===== config.mk =====
export PLATFORM = sky130hd
export DESIGN_NAME = io_read_instruction_io_space
export DESIGN_NICKNAME = d
export VERILOG_FILES = /design/src/verilog/io_read_instruction_pkg.sv /design/src/verilog/io_read_instruction_io_space.sv
export VERILOG_INCLUDE_DIRS = /design/src /design/src/verilog
export SDC_FILE = /design/constraint.sdc
export NUM_CORES = 1
export LEC_CHECK = 0
export BUFFER_PORTS_ARGS = -buffer_cell sky130_fd_sc_hd__buf_2
export CORE_UTILIZATION = 45
export CTS_CLUSTER_SIZE = 40
export DETAILED_ROUTE_END_ITERATION = 10
export GPL_ROUTABILITY_DRIVEN = 0
export GPL_TIMING_DRIVEN = 0
export PLACE_DENSITY_LB_ADDON = 0.1
export SYNTH_ARGS = -nofsm -noshare
export SYNTH_HDL_FRONTEND = slang
export SYNTH_SLANG_ARGS = --single-unit

===== constraint.sdc =====
create_clock -name i_clk -period 1.77 [get_ports i_clk]
set_input_delay 0.0885 -clock i_clk [delete_from_list [all_inputs] [get_ports i_clk]]
set_output_delay 0.0885 -clock i_clk [all_outputs]
set_load 0.03 [all_outputs]

===== src/verilog/io_read_instruction_defines.svh =====
// Register addresses, timer width and timing counts of the I/O register space
`ifndef IO_READ_INSTRUCTION_DEFINES_SVH
`define IO_READ_INSTRUCTION_DEFINES_SVH
`define IO_READ_INSTRUCTION_A_P0_DATA 8'h00
`define IO_READ_INSTRUCTION_A_P1_DATA 8'h01
`define IO_READ_INSTRUCTION_A_P0_IRQ_EN 8'h04
`define IO_READ_INSTRUCTION_A_P1_IRQ_EN 8'h05
`define IO_READ_INSTRUCTION_A_GPIO_CFG 8'h08
`define IO_READ_INSTRUCTION_A_SB_POS_CFG 8'h09
`define IO_READ_INSTRUCTION_A_FADDR_A 8'h10
`define IO_READ_INSTRUCTION_A_A_EP0_CNT 8'h11
`define IO_READ_INSTRUCTION_A_A_EP0_MODE 8'h12
`define IO_READ_INSTRUCTION_A_A_EP1_CNT 8'h13
`define IO_READ_INSTRUCTION_A_A_EP1_MODE 8'h14
`define IO_READ_INSTRUCTION_A_A_EP2_CNT 8'h15
`define IO_READ_INSTRUCTION_A_A_EP2_MODE 8'h16
`define IO_READ_INSTRUCTION_A_USB_STAT_CTL 8'h1f
`define IO_READ_INSTRUCTION_A_GLB_IRQ_EN 8'h20
`define IO_READ_INSTRUCTION_A_EP_IRQ_EN 8'h21
`define IO_READ_INSTRUCTION_A_IRQ_VECTOR 8'h23
`define IO_READ_INSTRUCTION_A_TMR_LO 8'h24
`define IO_READ_INSTRUCTION_A_TMR_HI 8'h25
`define IO_READ_INSTRUCTION_A_WDOG_CLR 8'h26
`define IO_READ_INSTRUCTION_A_SB_CTL_STAT 8'h28
`define IO_READ_INSTRUCTION_A_SB_DATA 8'h29
`define IO_READ_INSTRUCTION_A_FADDR_B 8'h40
`define IO_READ_INSTRUCTION_A_B_EP0_CNT 8'h41
`define IO_READ_INSTRUCTION_A_B_EP0_MODE 8'h42
`define IO_READ_INSTRUCTION_A_B_EP1_CNT 8'h43
`define IO_READ_INSTRUCTION_A_B_EP1_MODE 8'h44
`define IO_READ_INSTRUCTION_A_HUB_CONN 8'h48
`define IO_READ_INSTRUCTION_A_HUB_EN 8'h49
`define IO_READ_INSTRUCTION_RST_REG 8'h00
`define IO_READ_INSTRUCTION_TMR_W 12
`define IO_READ_INSTRUCTION_CLK_MHZ 250
`define IO_READ_INSTRUCTION_TMR_MHZ 1
`define IO_READ_INSTRUCTION_TMR_DIV (`IO_READ_INSTRUCTION_CLK_MHZ / `IO_READ_INSTRUCTION_TMR_MHZ)
`endif


===== src/verilog/io_read_instruction_pkg.sv =====
// Types of the I/O register space decoder
package io_read_instruction_pkg;
  typedef enum logic [2:0] {
    IO_READ_INSTRUCTION_OP_NONE = 3'b001,
    IO_READ_INSTRUCTION_OP_READ = 3'b010,
    IO_READ_INSTRUCTION_OP_WRITE = 3'b100
  } io_read_instruction_op_t;
  typedef struct packed {
    logic [7:0] p0_data;
    logic [7:0] p1_data;
    logic [7:0] p0_irq_en;
    logic [7:0] p1_irq_en;
    logic [7:0] gpio_cfg;
    logic [7:0] sb_pos_cfg;
    logic [7:0] faddr_a;
    logic [7:0] a_ep0_cnt;
    logic [7:0] a_ep0_mode;
    logic [7:0] a_ep1_cnt;
    logic [7:0] a_ep1_mode;
    logic [7:0] a_ep2_cnt;
    logic [7:0] a_ep2_mode;
    logic [7:0] usb_stat_ctl;
    logic [7:0] glb_irq_en;
    logic [7:0] ep_irq_en;
    logic [7:0] sb_ctl_stat;
    logic [7:0] sb_data;
    logic [7:0] faddr_b;
    logic [7:0] b_ep0_cnt;
    logic [7:0] b_ep0_mode;
    logic [7:0] b_ep1_cnt;
    logic [7:0] b_ep1_mode;
    logic [7:0] hub_conn;
    logic [7:0] hub_en;
    logic [3:0] tmr_hold;
    logic [11:0] tmr;
    logic [7:0] tmr_pre;
    logic [7:0] rdata;
    logic rvalid;
    logic vec_clr;
    logic wdog_restart;
  } io_read_instruction_state_t;
endpackage : io_read_instruction_pkg

===== src/verilog/io_read_instruction_io_space.sv =====
// I/O register space: decode of read, direct write and indexed write
`timescale 1ns/1ps
`include "io_read_instruction_defines.svh"

//Contract
//- Read instruction returns addressed register contents into accumulator.
//- Direct write puts accumulator into register named by operand.
//- Indexed write address is operand plus index register.
//- Indexed write with operand zero selects register by index alone.
//- Vector register is read-only; reading it clears the pending interrupt.
//- Free-running 1 MHz timer readable as low byte and upper nibble.
//- Low byte read latches upper nibble; high register returns latched value.
//- Per-pin GPIO interrupt enable registers are write-only.
//- Each endpoint has byte count then mode register, both read-write.
//- Second function address unused in five-endpoint arrangement.
//- In five-endpoint arrangement second-address modes configure endpoints three, four.
//- Upstream USB status and control register is read-write.
//- Endpoint interrupt enable register is read-write, apart from global.
//- Hub port connect status register is read-write.
//- Hub port enable register is read-write.
module io_read_instruction_io_space
  import io_read_instruction_pkg::*;
#(
  parameter int TMR_DIV = `IO_READ_INSTRUCTION_TMR_DIV
) (
  input wire logic i_clk,
  input wire logic i_rstn,
  input wire logic i_io_read_instruction,
  input wire logic i_io_direct_write_instruction,
  input wire logic i_io_indexed_write_instruction,
  input wire logic [7:0] i_operand,
  input wire logic [7:0] i_index,
  input wire logic [7:0] i_acc,
  input wire logic i_five_ep_mode,
  input wire logic [7:0] i_irq_vector,
  output logic [7:0] o_acc_data,
  output logic o_acc_valid,
  output logic o_vector_clear,
  output logic o_watchdog_restart,
  output logic o_faddr_b_active,
  output logic [7:0] o_ep3_mode,
  output logic [7:0] o_ep4_mode,
  output logic [7:0] o_p0_irq_en,
  output logic [7:0] o_p1_irq_en,
  output logic [7:0] o_hub_en
);

  io_read_instruction_state_t s_q;
  io_read_instruction_state_t s_d;
  io_read_instruction_op_t op;
  logic [7:0] waddr;

  // Indexed address; operand zero leaves the index alone
  function automatic logic [7:0] idx_addr(input logic [7:0] opnd, input logic [7:0] x);
    idx_addr = 8'(opnd + x);
  endfunction : idx_addr

  always_comb begin
    if (i_io_read_instruction) begin
      op = IO_READ_INSTRUCTION_OP_READ;
    end else if (i_io_direct_write_instruction || i_io_indexed_write_instruction) begin
      op = IO_READ_INSTRUCTION_OP_WRITE;
    end else begin
      op = IO_READ_INSTRUCTION_OP_NONE;
    end
    if (i_io_indexed_write_instruction) begin
      waddr = idx_addr(i_operand, i_index);
    end else begin
      waddr = i_operand;
    end
  end

  always_comb begin
    s_d = s_q;
    s_d.rvalid = 1'b0;
    s_d.vec_clr = 1'b0;
    s_d.wdog_restart = 1'b0;
    // Free-running timer at 1 MHz
    if (32'(s_q.tmr_pre) == TMR_DIV - 1) begin
      s_d.tmr_pre = 8'h00;
      s_d.tmr = 12'(s_q.tmr + 12'h001);
    end else begin
      s_d.tmr_pre = 8'(s_q.tmr_pre + 8'h01);
    end
    unique case (op)
      IO_READ_INSTRUCTION_OP_READ: begin
        s_d.rvalid = 1'b1;
        unique case (i_operand)
          `IO_READ_INSTRUCTION_A_P0_DATA: s_d.rdata = s_q.p0_data;
          `IO_READ_INSTRUCTION_A_P1_DATA: s_d.rdata = s_q.p1_data;
          `IO_READ_INSTRUCTION_A_GPIO_CFG: s_d.rdata = s_q.gpio_cfg;
          `IO_READ_INSTRUCTION_A_SB_POS_CFG: s_d.rdata = s_q.sb_pos_cfg;
          `IO_READ_INSTRUCTION_A_FADDR_A: s_d.rdata = s_q.faddr_a;
          `IO_READ_INSTRUCTION_A_A_EP0_CNT: s_d.rdata = s_q.a_ep0_cnt;
          `IO_READ_INSTRUCTION_A_A_EP0_MODE: s_d.rdata = s_q.a_ep0_mode;
          `IO_READ_INSTRUCTION_A_A_EP1_CNT: s_d.rdata = s_q.a_ep1_cnt;
          `IO_READ_INSTRUCTION_A_A_EP1_MODE: s_d.rdata = s_q.a_ep1_mode;
          `IO_READ_INSTRUCTION_A_A_EP2_CNT: s_d.rdata = s_q.a_ep2_cnt;
          `IO_READ_INSTRUCTION_A_A_EP2_MODE: s_d.rdata = s_q.a_ep2_mode;
          `IO_READ_INSTRUCTION_A_USB_STAT_CTL: s_d.rdata = s_q.usb_stat_ctl;
          `IO_READ_INSTRUCTION_A_GLB_IRQ_EN: s_d.rdata = s_q.glb_irq_en;
          `IO_READ_INSTRUCTION_A_EP_IRQ_EN: s_d.rdata = s_q.ep_irq_en;
          `IO_READ_INSTRUCTION_A_IRQ_VECTOR: begin
            s_d.rdata = i_irq_vector;
            s_d.vec_clr = 1'b1;
          end
          `IO_READ_INSTRUCTION_A_TMR_LO: begin
            s_d.rdata = s_q.tmr[7:0];
            s_d.tmr_hold = s_q.tmr[11:8];
          end
          `IO_READ_INSTRUCTION_A_TMR_HI: s_d.rdata = {4'h0, s_q.tmr_hold};
          `IO_READ_INSTRUCTION_A_SB_CTL_STAT: s_d.rdata = s_q.sb_ctl_stat;
          `IO_READ_INSTRUCTION_A_SB_DATA: s_d.rdata = s_q.sb_data;
          `IO_READ_INSTRUCTION_A_FADDR_B: s_d.rdata = s_q.faddr_b;
          `IO_READ_INSTRUCTION_A_B_EP0_CNT: s_d.rdata = s_q.b_ep0_cnt;
          `IO_READ_INSTRUCTION_A_B_EP0_MODE: s_d.rdata = s_q.b_ep0_mode;
          `IO_READ_INSTRUCTION_A_B_EP1_CNT: s_d.rdata = s_q.b_ep1_cnt;
          `IO_READ_INSTRUCTION_A_B_EP1_MODE: s_d.rdata = s_q.b_ep1_mode;
          `IO_READ_INSTRUCTION_A_HUB_CONN: s_d.rdata = s_q.hub_conn;
          `IO_READ_INSTRUCTION_A_HUB_EN: s_d.rdata = s_q.hub_en;
          default: s_d.rdata = 8'h00;
        endcase
      end
      IO_READ_INSTRUCTION_OP_WRITE: begin
        unique case (waddr)
          `IO_READ_INSTRUCTION_A_P0_DATA: s_d.p0_data = i_acc;
          `IO_READ_INSTRUCTION_A_P1_DATA: s_d.p1_data = i_acc;
          `IO_READ_INSTRUCTION_A_P0_IRQ_EN: s_d.p0_irq_en = i_acc;
          `IO_READ_INSTRUCTION_A_P1_IRQ_EN: s_d.p1_irq_en = i_acc;
          `IO_READ_INSTRUCTION_A_GPIO_CFG: s_d.gpio_cfg = i_acc;
          `IO_READ_INSTRUCTION_A_SB_POS_CFG: s_d.sb_pos_cfg = i_acc;
          `IO_READ_INSTRUCTION_A_FADDR_A: s_d.faddr_a = i_acc;
          `IO_READ_INSTRUCTION_A_A_EP0_CNT: s_d.a_ep0_cnt = i_acc;
          `IO_READ_INSTRUCTION_A_A_EP0_MODE: s_d.a_ep0_mode = i_acc;
          `IO_READ_INSTRUCTION_A_A_EP1_CNT: s_d.a_ep1_cnt = i_acc;
          `IO_READ_INSTRUCTION_A_A_EP1_MODE: s_d.a_ep1_mode = i_acc;
          `IO_READ_INSTRUCTION_A_A_EP2_CNT: s_d.a_ep2_cnt = i_acc;
          `IO_READ_INSTRUCTION_A_A_EP2_MODE: s_d.a_ep2_mode = i_acc;
          `IO_READ_INSTRUCTION_A_USB_STAT_CTL: s_d.usb_stat_ctl = i_acc;
          `IO_READ_INSTRUCTION_A_GLB_IRQ_EN: s_d.glb_irq_en = i_acc;
          `IO_READ_INSTRUCTION_A_EP_IRQ_EN: s_d.ep_irq_en = i_acc;
          `IO_READ_INSTRUCTION_A_WDOG_CLR: s_d.wdog_restart = 1'b1;
          `IO_READ_INSTRUCTION_A_SB_CTL_STAT: s_d.sb_ctl_stat = i_acc;
          `IO_READ_INSTRUCTION_A_SB_DATA: s_d.sb_data = i_acc;
          `IO_READ_INSTRUCTION_A_FADDR_B: s_d.faddr_b = i_acc;
          `IO_READ_INSTRUCTION_A_B_EP0_CNT: s_d.b_ep0_cnt = i_acc;
          `IO_READ_INSTRUCTION_A_B_EP0_MODE: s_d.b_ep0_mode = i_acc;
          `IO_READ_INSTRUCTION_A_B_EP1_CNT: s_d.b_ep1_cnt = i_acc;
          `IO_READ_INSTRUCTION_A_B_EP1_MODE: s_d.b_ep1_mode = i_acc;
          `IO_READ_INSTRUCTION_A_HUB_CONN: s_d.hub_conn = i_acc;
          `IO_READ_INSTRUCTION_A_HUB_EN: s_d.hub_en = i_acc;
          default: begin
          end
        endcase
      end
      IO_READ_INSTRUCTION_OP_NONE: begin
      end
    endcase
  end

  always_ff @(posedge i_clk or negedge i_rstn) begin
    if (!i_rstn) begin
      s_q <= '0;
    end else begin
      s_q <= s_d;
    end
  end

  // Mode registers of the second address serve endpoints 3 and 4 in five-endpoint mode
  // Registered here so that every output leaves a flop
  logic fba_q;
  logic [7:0] ep3_q;
  logic [7:0] ep4_q;
  always_ff @(posedge i_clk or negedge i_rstn) begin
    if (!i_rstn) begin
      fba_q <= 1'b1;
      ep3_q <= 8'h00;
      ep4_q <= 8'h00;
    end else begin
      fba_q <= ~i_five_ep_mode;
      ep3_q <= i_five_ep_mode ? s_q.b_ep0_mode : 8'h00;
      ep4_q <= i_five_ep_mode ? s_q.b_ep1_mode : 8'h00;
    end
  end

  assign o_acc_data = s_q.rdata;
  assign o_acc_valid = s_q.rvalid;
  assign o_vector_clear = s_q.vec_clr;
  assign o_watchdog_restart = s_q.wdog_restart;
  assign o_faddr_b_active = fba_q;
  assign o_ep3_mode = ep3_q;
  assign o_ep4_mode = ep4_q;
  assign o_p0_irq_en = s_q.p0_irq_en;
  assign o_p1_irq_en = s_q.p1_irq_en;
  assign o_hub_en = s_q.hub_en;
endmodule : io_read_instruction_io_space


# Word-level counts from Yosys, hierarchy flattened
# Cells that the tools add are included.
[classes]
shift = 0
n_div = 0
add_sub_neg = 3
multipliers = 0
n_mux = 11
n_reduce_logical = 29
eq_ne = 53
n_bitwise = 1
n_lt_le_gt_ge = 0
[ops]
columns = ["operator", "n"]
rows = [
  ["8-bit case mux with 26 select lines", 1],
  ["8-bit by 5-bit equality test with 1-bit output, second input constant", 16],
  ["8-bit by 7-bit equality test with 1-bit output, second input constant", 14],
  ["8-bit by 6-bit equality test with 1-bit output, second input constant", 12],
  ["2-bit AND reduction", 26],
  ["8-bit by 4-bit equality test with 1-bit output, second input constant", 4],
  ["8-bit two-way mux", 4],
  ["8-bit by 1-bit equality test with 1-bit output, second input constant", 2],
  ["8-bit by 3-bit equality test with 1-bit output, second input constant", 2],
  ["8-bit zero test", 2],
  ["12-bit by 1-bit adder with 12-bit output, second input constant", 1],
  ["8-bit by 1-bit adder with 8-bit output, second input constant", 1],
  ["8-bit adder", 1],
  ["8-bit equality test, second input constant", 1],
  ["3-bit two-way mux", 2],
  ["3-bit by 2-bit equality test with 1-bit output, second input constant", 1],
  ["3-bit equality test, second input constant", 1],
  ["1-bit two-way mux", 3],
  ["2-bit two-way mux", 1],
  ["1-bit logical OR", 1],
  ["1-bit inverter", 1],
]
[totals]
input_bits = 38
ramBits = 0
mem_bits_ro = 0
word_cells = 132
out_inout_bits = 52
mem_count = 0
regBits = 252
latch_bits = 0

# Logic depth before layout (Yosys ltp)
[logic_depth]
ltp_word = 5
ltp_mapped = 11
mapped_depth_nobuf = 8

# Worst setup path before layout
# OpenSTA, ideal clock, no wires.
[synth_timing]
path_type = "input to register"
startpoint = "input i_operand[0]"
endpoint = "register s_q[67] in the netlist's numbering"
arrival_ns = 3.055
required_time_ns = 1.645
cell_stages = 10
path_buffers = 2
path_slack_ns = -1.410
path_cell_list = "ha_1 -> fa_1 -> a211oi_1 -> nor2_1 -> xor2_1 -> or4_1 -> buf_6 -> buf_12 -> a2111oi_4 -> mux2_2"
[synth_between]
elab_chain_cells = 4
[synth_rtl]
columns = ["element", "line", "text"]
rows = [
  ["start, declared", "io_read_instruction_io_space.sv:31", "input wire logic [7:0] i_operand,"],
  ["8-bit adder", "io_read_instruction_io_space.sv:55", "idx_addr = 8'(opnd + x);"],
  ["8-bit two-way mux *", "io_read_instruction_io_space.sv:66", "if (i_io_indexed_write_instruction) begin"],
  ["8-bit by 7-bit equality test with 1-bit output *", "io_read_instruction_io_space.sv:125", "unique case (waddr)"],
  ["2-bit AND reduction (no line) *", "-", ""],
  ["end signal, assigned", "io_read_instruction_io_space.sv:163", "s_q <= '0;"],
  ["end signal, assigned", "io_read_instruction_io_space.sv:165", "s_q <= s_d;"],
  ["end, declared", "io_read_instruction_io_space.sv:48", "io_read_instruction_state_t s_q;"],
]
# Every way passes the cells marked *; elsewhere a longest branch is shown, timed or not.
# A chain may end at the register's enable or synchronous reset.

# Worst setup path in the final report
[layout_timing]
startpoint = "input i_operand[4]"
endpoint = "register s_q[66] in the netlist's numbering"
# The elaborated chain is that of the path after synthesis.

==> out/qor.csv <==
metric;value;unit
fp-row-count;61;
start_util;45.92;%
synth_cells;1073;
via_count;10170;
syn_avg_cell_area;11.95;um2
synth_edf_count;0;
die_w;170.8;um
worst_ir_drop_vdd;707.7;uV
p_seq_share;43.0;%
synth_xor_area_share;1.161;%
yosys-top-cells-count;dfrtp_1, mux2_2, clkbuf_1;
worst_pin_slew;0.8752;ns
crit_start;i_operand[4];
num-fill-cells;2316;
antenna_found_initial;0;
grt_pass1_wl;63.61;mm
yosysMostFrequentCell;dfrtp_1;
firstDrtPassIters;8;
arrival;2.86;ns
dieArea;0.02918;mm2
yosys.cell_types.count;76;
synth_seq_cells;252;
grt-ovfl-total;0;
critPathSlowestCell;or4_1;
holdCritPathClass;primary input to async pin;
timing.hold.ws;-0.004042;ns
crit_path_max_fanout;9;
drive_gt1_share;44.98;%
p_clk_share;40.8;%
p_switching;4.068;mW
ys_seq_area_share;49.17;%
synthFlopType;dfrtp_1;
cp.depth;11;
endpoint_kind;flop;
register_area;0.006309;mm2
rsz0062_at_grt;true;
cts_tree;built;
dp_slack;-1.875;ns
grt_usage;29.88;%
vias_per_cell;6.146;
cts_root_buffer;clkbuf_16;
slew_violations;0;
max_stage_delay;0.50;ns
grt_pass1_vias;9794;
hold_viol_final;1;
synthArstFlopShare;100.0;%
synth_compound_area_share;11.98;%
drtIter0Drc;961;
h-tree-depth;1;
reg2regPathDepth;5;
yosys.area_share.adder;1.131;%
startpoint_type;primary input;
multi_input_area;0.006745;mm2
drc;0;
internal_power;11.05;mW
cts_buffer_depth;3;
synth_nets;1122;
dp_hpwl;29.32;mm
maxCapViolCount;0;
period_minus_slack;2.428;ns
status;finished, violations left;
area_growth;28.61;%
sw_frac_of_total;26.90;%
clock_latency;0.56;ns
io_pins;90;
synth_area_leaders;dfrtp_1, mux2_2, buf_4, clkbuf_1, a22oi_1;
p_per_area;916.6;mW/mm2
setup_viol;204;
ant_nets;0;
critPathRequiredTime;2.20;ns
dpl.cell_count;1540;
finalClockSkew;0.02327;ns
syn_area;0.01283;mm2
grt_max_degree;117;
fmax;411.8;MHz
p_comb_share;16.2;%
crit_buf_inv;4;
p_leak;7.641;nW
die_height;170.8;um
violations;hold timing, setup timing;
wire_per_inst;26.30;um
synth_top_cell_area_share;48.97;%
synthMuxAreaShare;21.05;%
cts.sinks;252;
core;0.02793;mm2
synth_top_family_by_area;multiplexers;
critPathKind;primary input to flop;
final_util;59.06;%
portBuffers;87;
crit_chain;buf_12, ha_4, a211o_1, and2_4, o31a_1, or4_1, buf_6, buf_6, a2111oi_4, buf_12, mux2_4;
totalWireLength;43.52;mm
yosysTopAreaCell;dfrtp_1;
cts_buffers;28;
crit_family;compound AO/OA/AOI/OAI gates;
clkTransAtPathRegs;0.06;ns
final_cells;1655;
timing.final.ws_setup;-0.6585;ns
min_period_over_period;137.2;%
synth-simple-area-share;10.85;%
slew_headroom;41.65;%
r2r_start;s_q[80];
layout.nets;1304;
yosysWarningCount;0;
[through the flow]
| step | TNS [ns] | hold slack, ns | power, mW | cell area (um2) |
|---|---|---|---|---|
| after global routing | -88.42 | 0.02481 | 15.60 | 16490 |
| after CTS | -83.88 | 0.001749 | 15.02 | 16060 |
| after global placement | -1338.24 | 0.4264 | 8.649 | 14140 |
| after detailed placement | -330.06 | -0.01574 | 8.702 | 14200 |
| after floorplan | -166.14 | -0.2071 | 7.940 | 13230 |
| final | -80.00 | -0.004042 | 15.12 | 16500 |
[timing repair]
item,in CTS,in global routing
pin swaps,35,38
gates cloned,2,1
hold endpoints to repair,183,0
buffers inserted,40,20
resized for setup,98,82
hold buffers,10,0
endpoints found under the setup margin,221,226
[power by group through the flow]
stage | clock, mW | combinational (mW) | sequential, mW
detailed placement | 0 | 2.12 | 6.58
floorplan | 0 | 1.42 | 6.52
global route | 6.46 | 2.60 | 6.54
finish | 6.17 | 2.46 | 6.50
CTS | 6.23 | 2.30 | 6.48
global placement | 0 | 2.08 | 6.57
[sequential cells by signal, summed over array words and instances (netlist names)]
name                cells
o_p0_irq_en             8
s_q                   200
o_acc_valid             1
o_p1_irq_en             8
o_hub_en                8
o_faddr_b_active        1
o_ep3_mode              8
o_acc_data              8
o_vector_clear          1
o_watchdog_restart      1
o_ep4_mode              8
[layer usage]
metal / vias to the layer above / GRT usage, % / share of wire [%]
met2: 513 / 45.00 / 44
met1: 5159 / 42.22 / 43
met5: - / 0 / 0
met3: 136 / 5.135 / 8.2
li1: 4364 / - / -
met4: 0 / 13.16 / 4.9
[worst paths after layout]
check	slack, ns	end
worst max-delay path	-0.66	s_q[66]
worst min-delay path	-0.004	o_ep4_mode[4]
worst max register to register	-0.10	o_acc_data[5]
worst min register to register	0.47	s_q[30]
max in group asynchronous	0.34	s_q[234]
min in group i_clk	0.09	o_acc_data[2]
[logic make-up after synthesis]
| group | after synthesis |
|---|---|
| buffers and inverters | 111 |
| and+or+nand+nor | 255 |
| adders and majority gates | 11 |
| muxes | 240 |
| AOI/OAI and AO/OA | 187 |
| xor gates and xnor gates | 17 |
| DFF | 252 |
[worst register-to-register path: stages (launching register included)]
cell and delay, ns:
dfrtp_1 0.38, mux2_2 0.26, a222oi_1 0.53, o22ai_1 0.19, nor4_2 0.24, a32oi_1 0.14
[cells in the final DEF, fill, tap and decap left out, drive strengths merged, types with 5 or more instances in the layout]
cell,n
a211o,5
a211oi,12
a21oi,25
a221oi,6
a22o,16
a22oi,27
a31oi,5
a32oi,15
and2,22
and3,9
buf,190
clkbuf,92
clkinv,9
dfrtp,251
dlygate4sd3,10
ha,10
inv,8
mux2,218
mux2i,20
nand2,45
nand2b,7
nand3,27
nand4,24
nor2,37
nor2b,25
nor3,18
nor4,15
o211ai,5
o21ai,17
o22ai,7
o2bb2ai,5
o31ai,5
xnor2,9
xor2,8
[layout make-up]
type                       instances  area share [%]
antenna                            1         0.01517
buffer                            98           3.982
clock buffer                      37           4.816
clock inverter                    14           1.122
inverter                           8          0.2048
multi-input combinational        710           40.89
sequential                       252           38.24
tap                              378           2.867
timing repair buffer             157           7.865
Power figures use the tool's default switching activity.
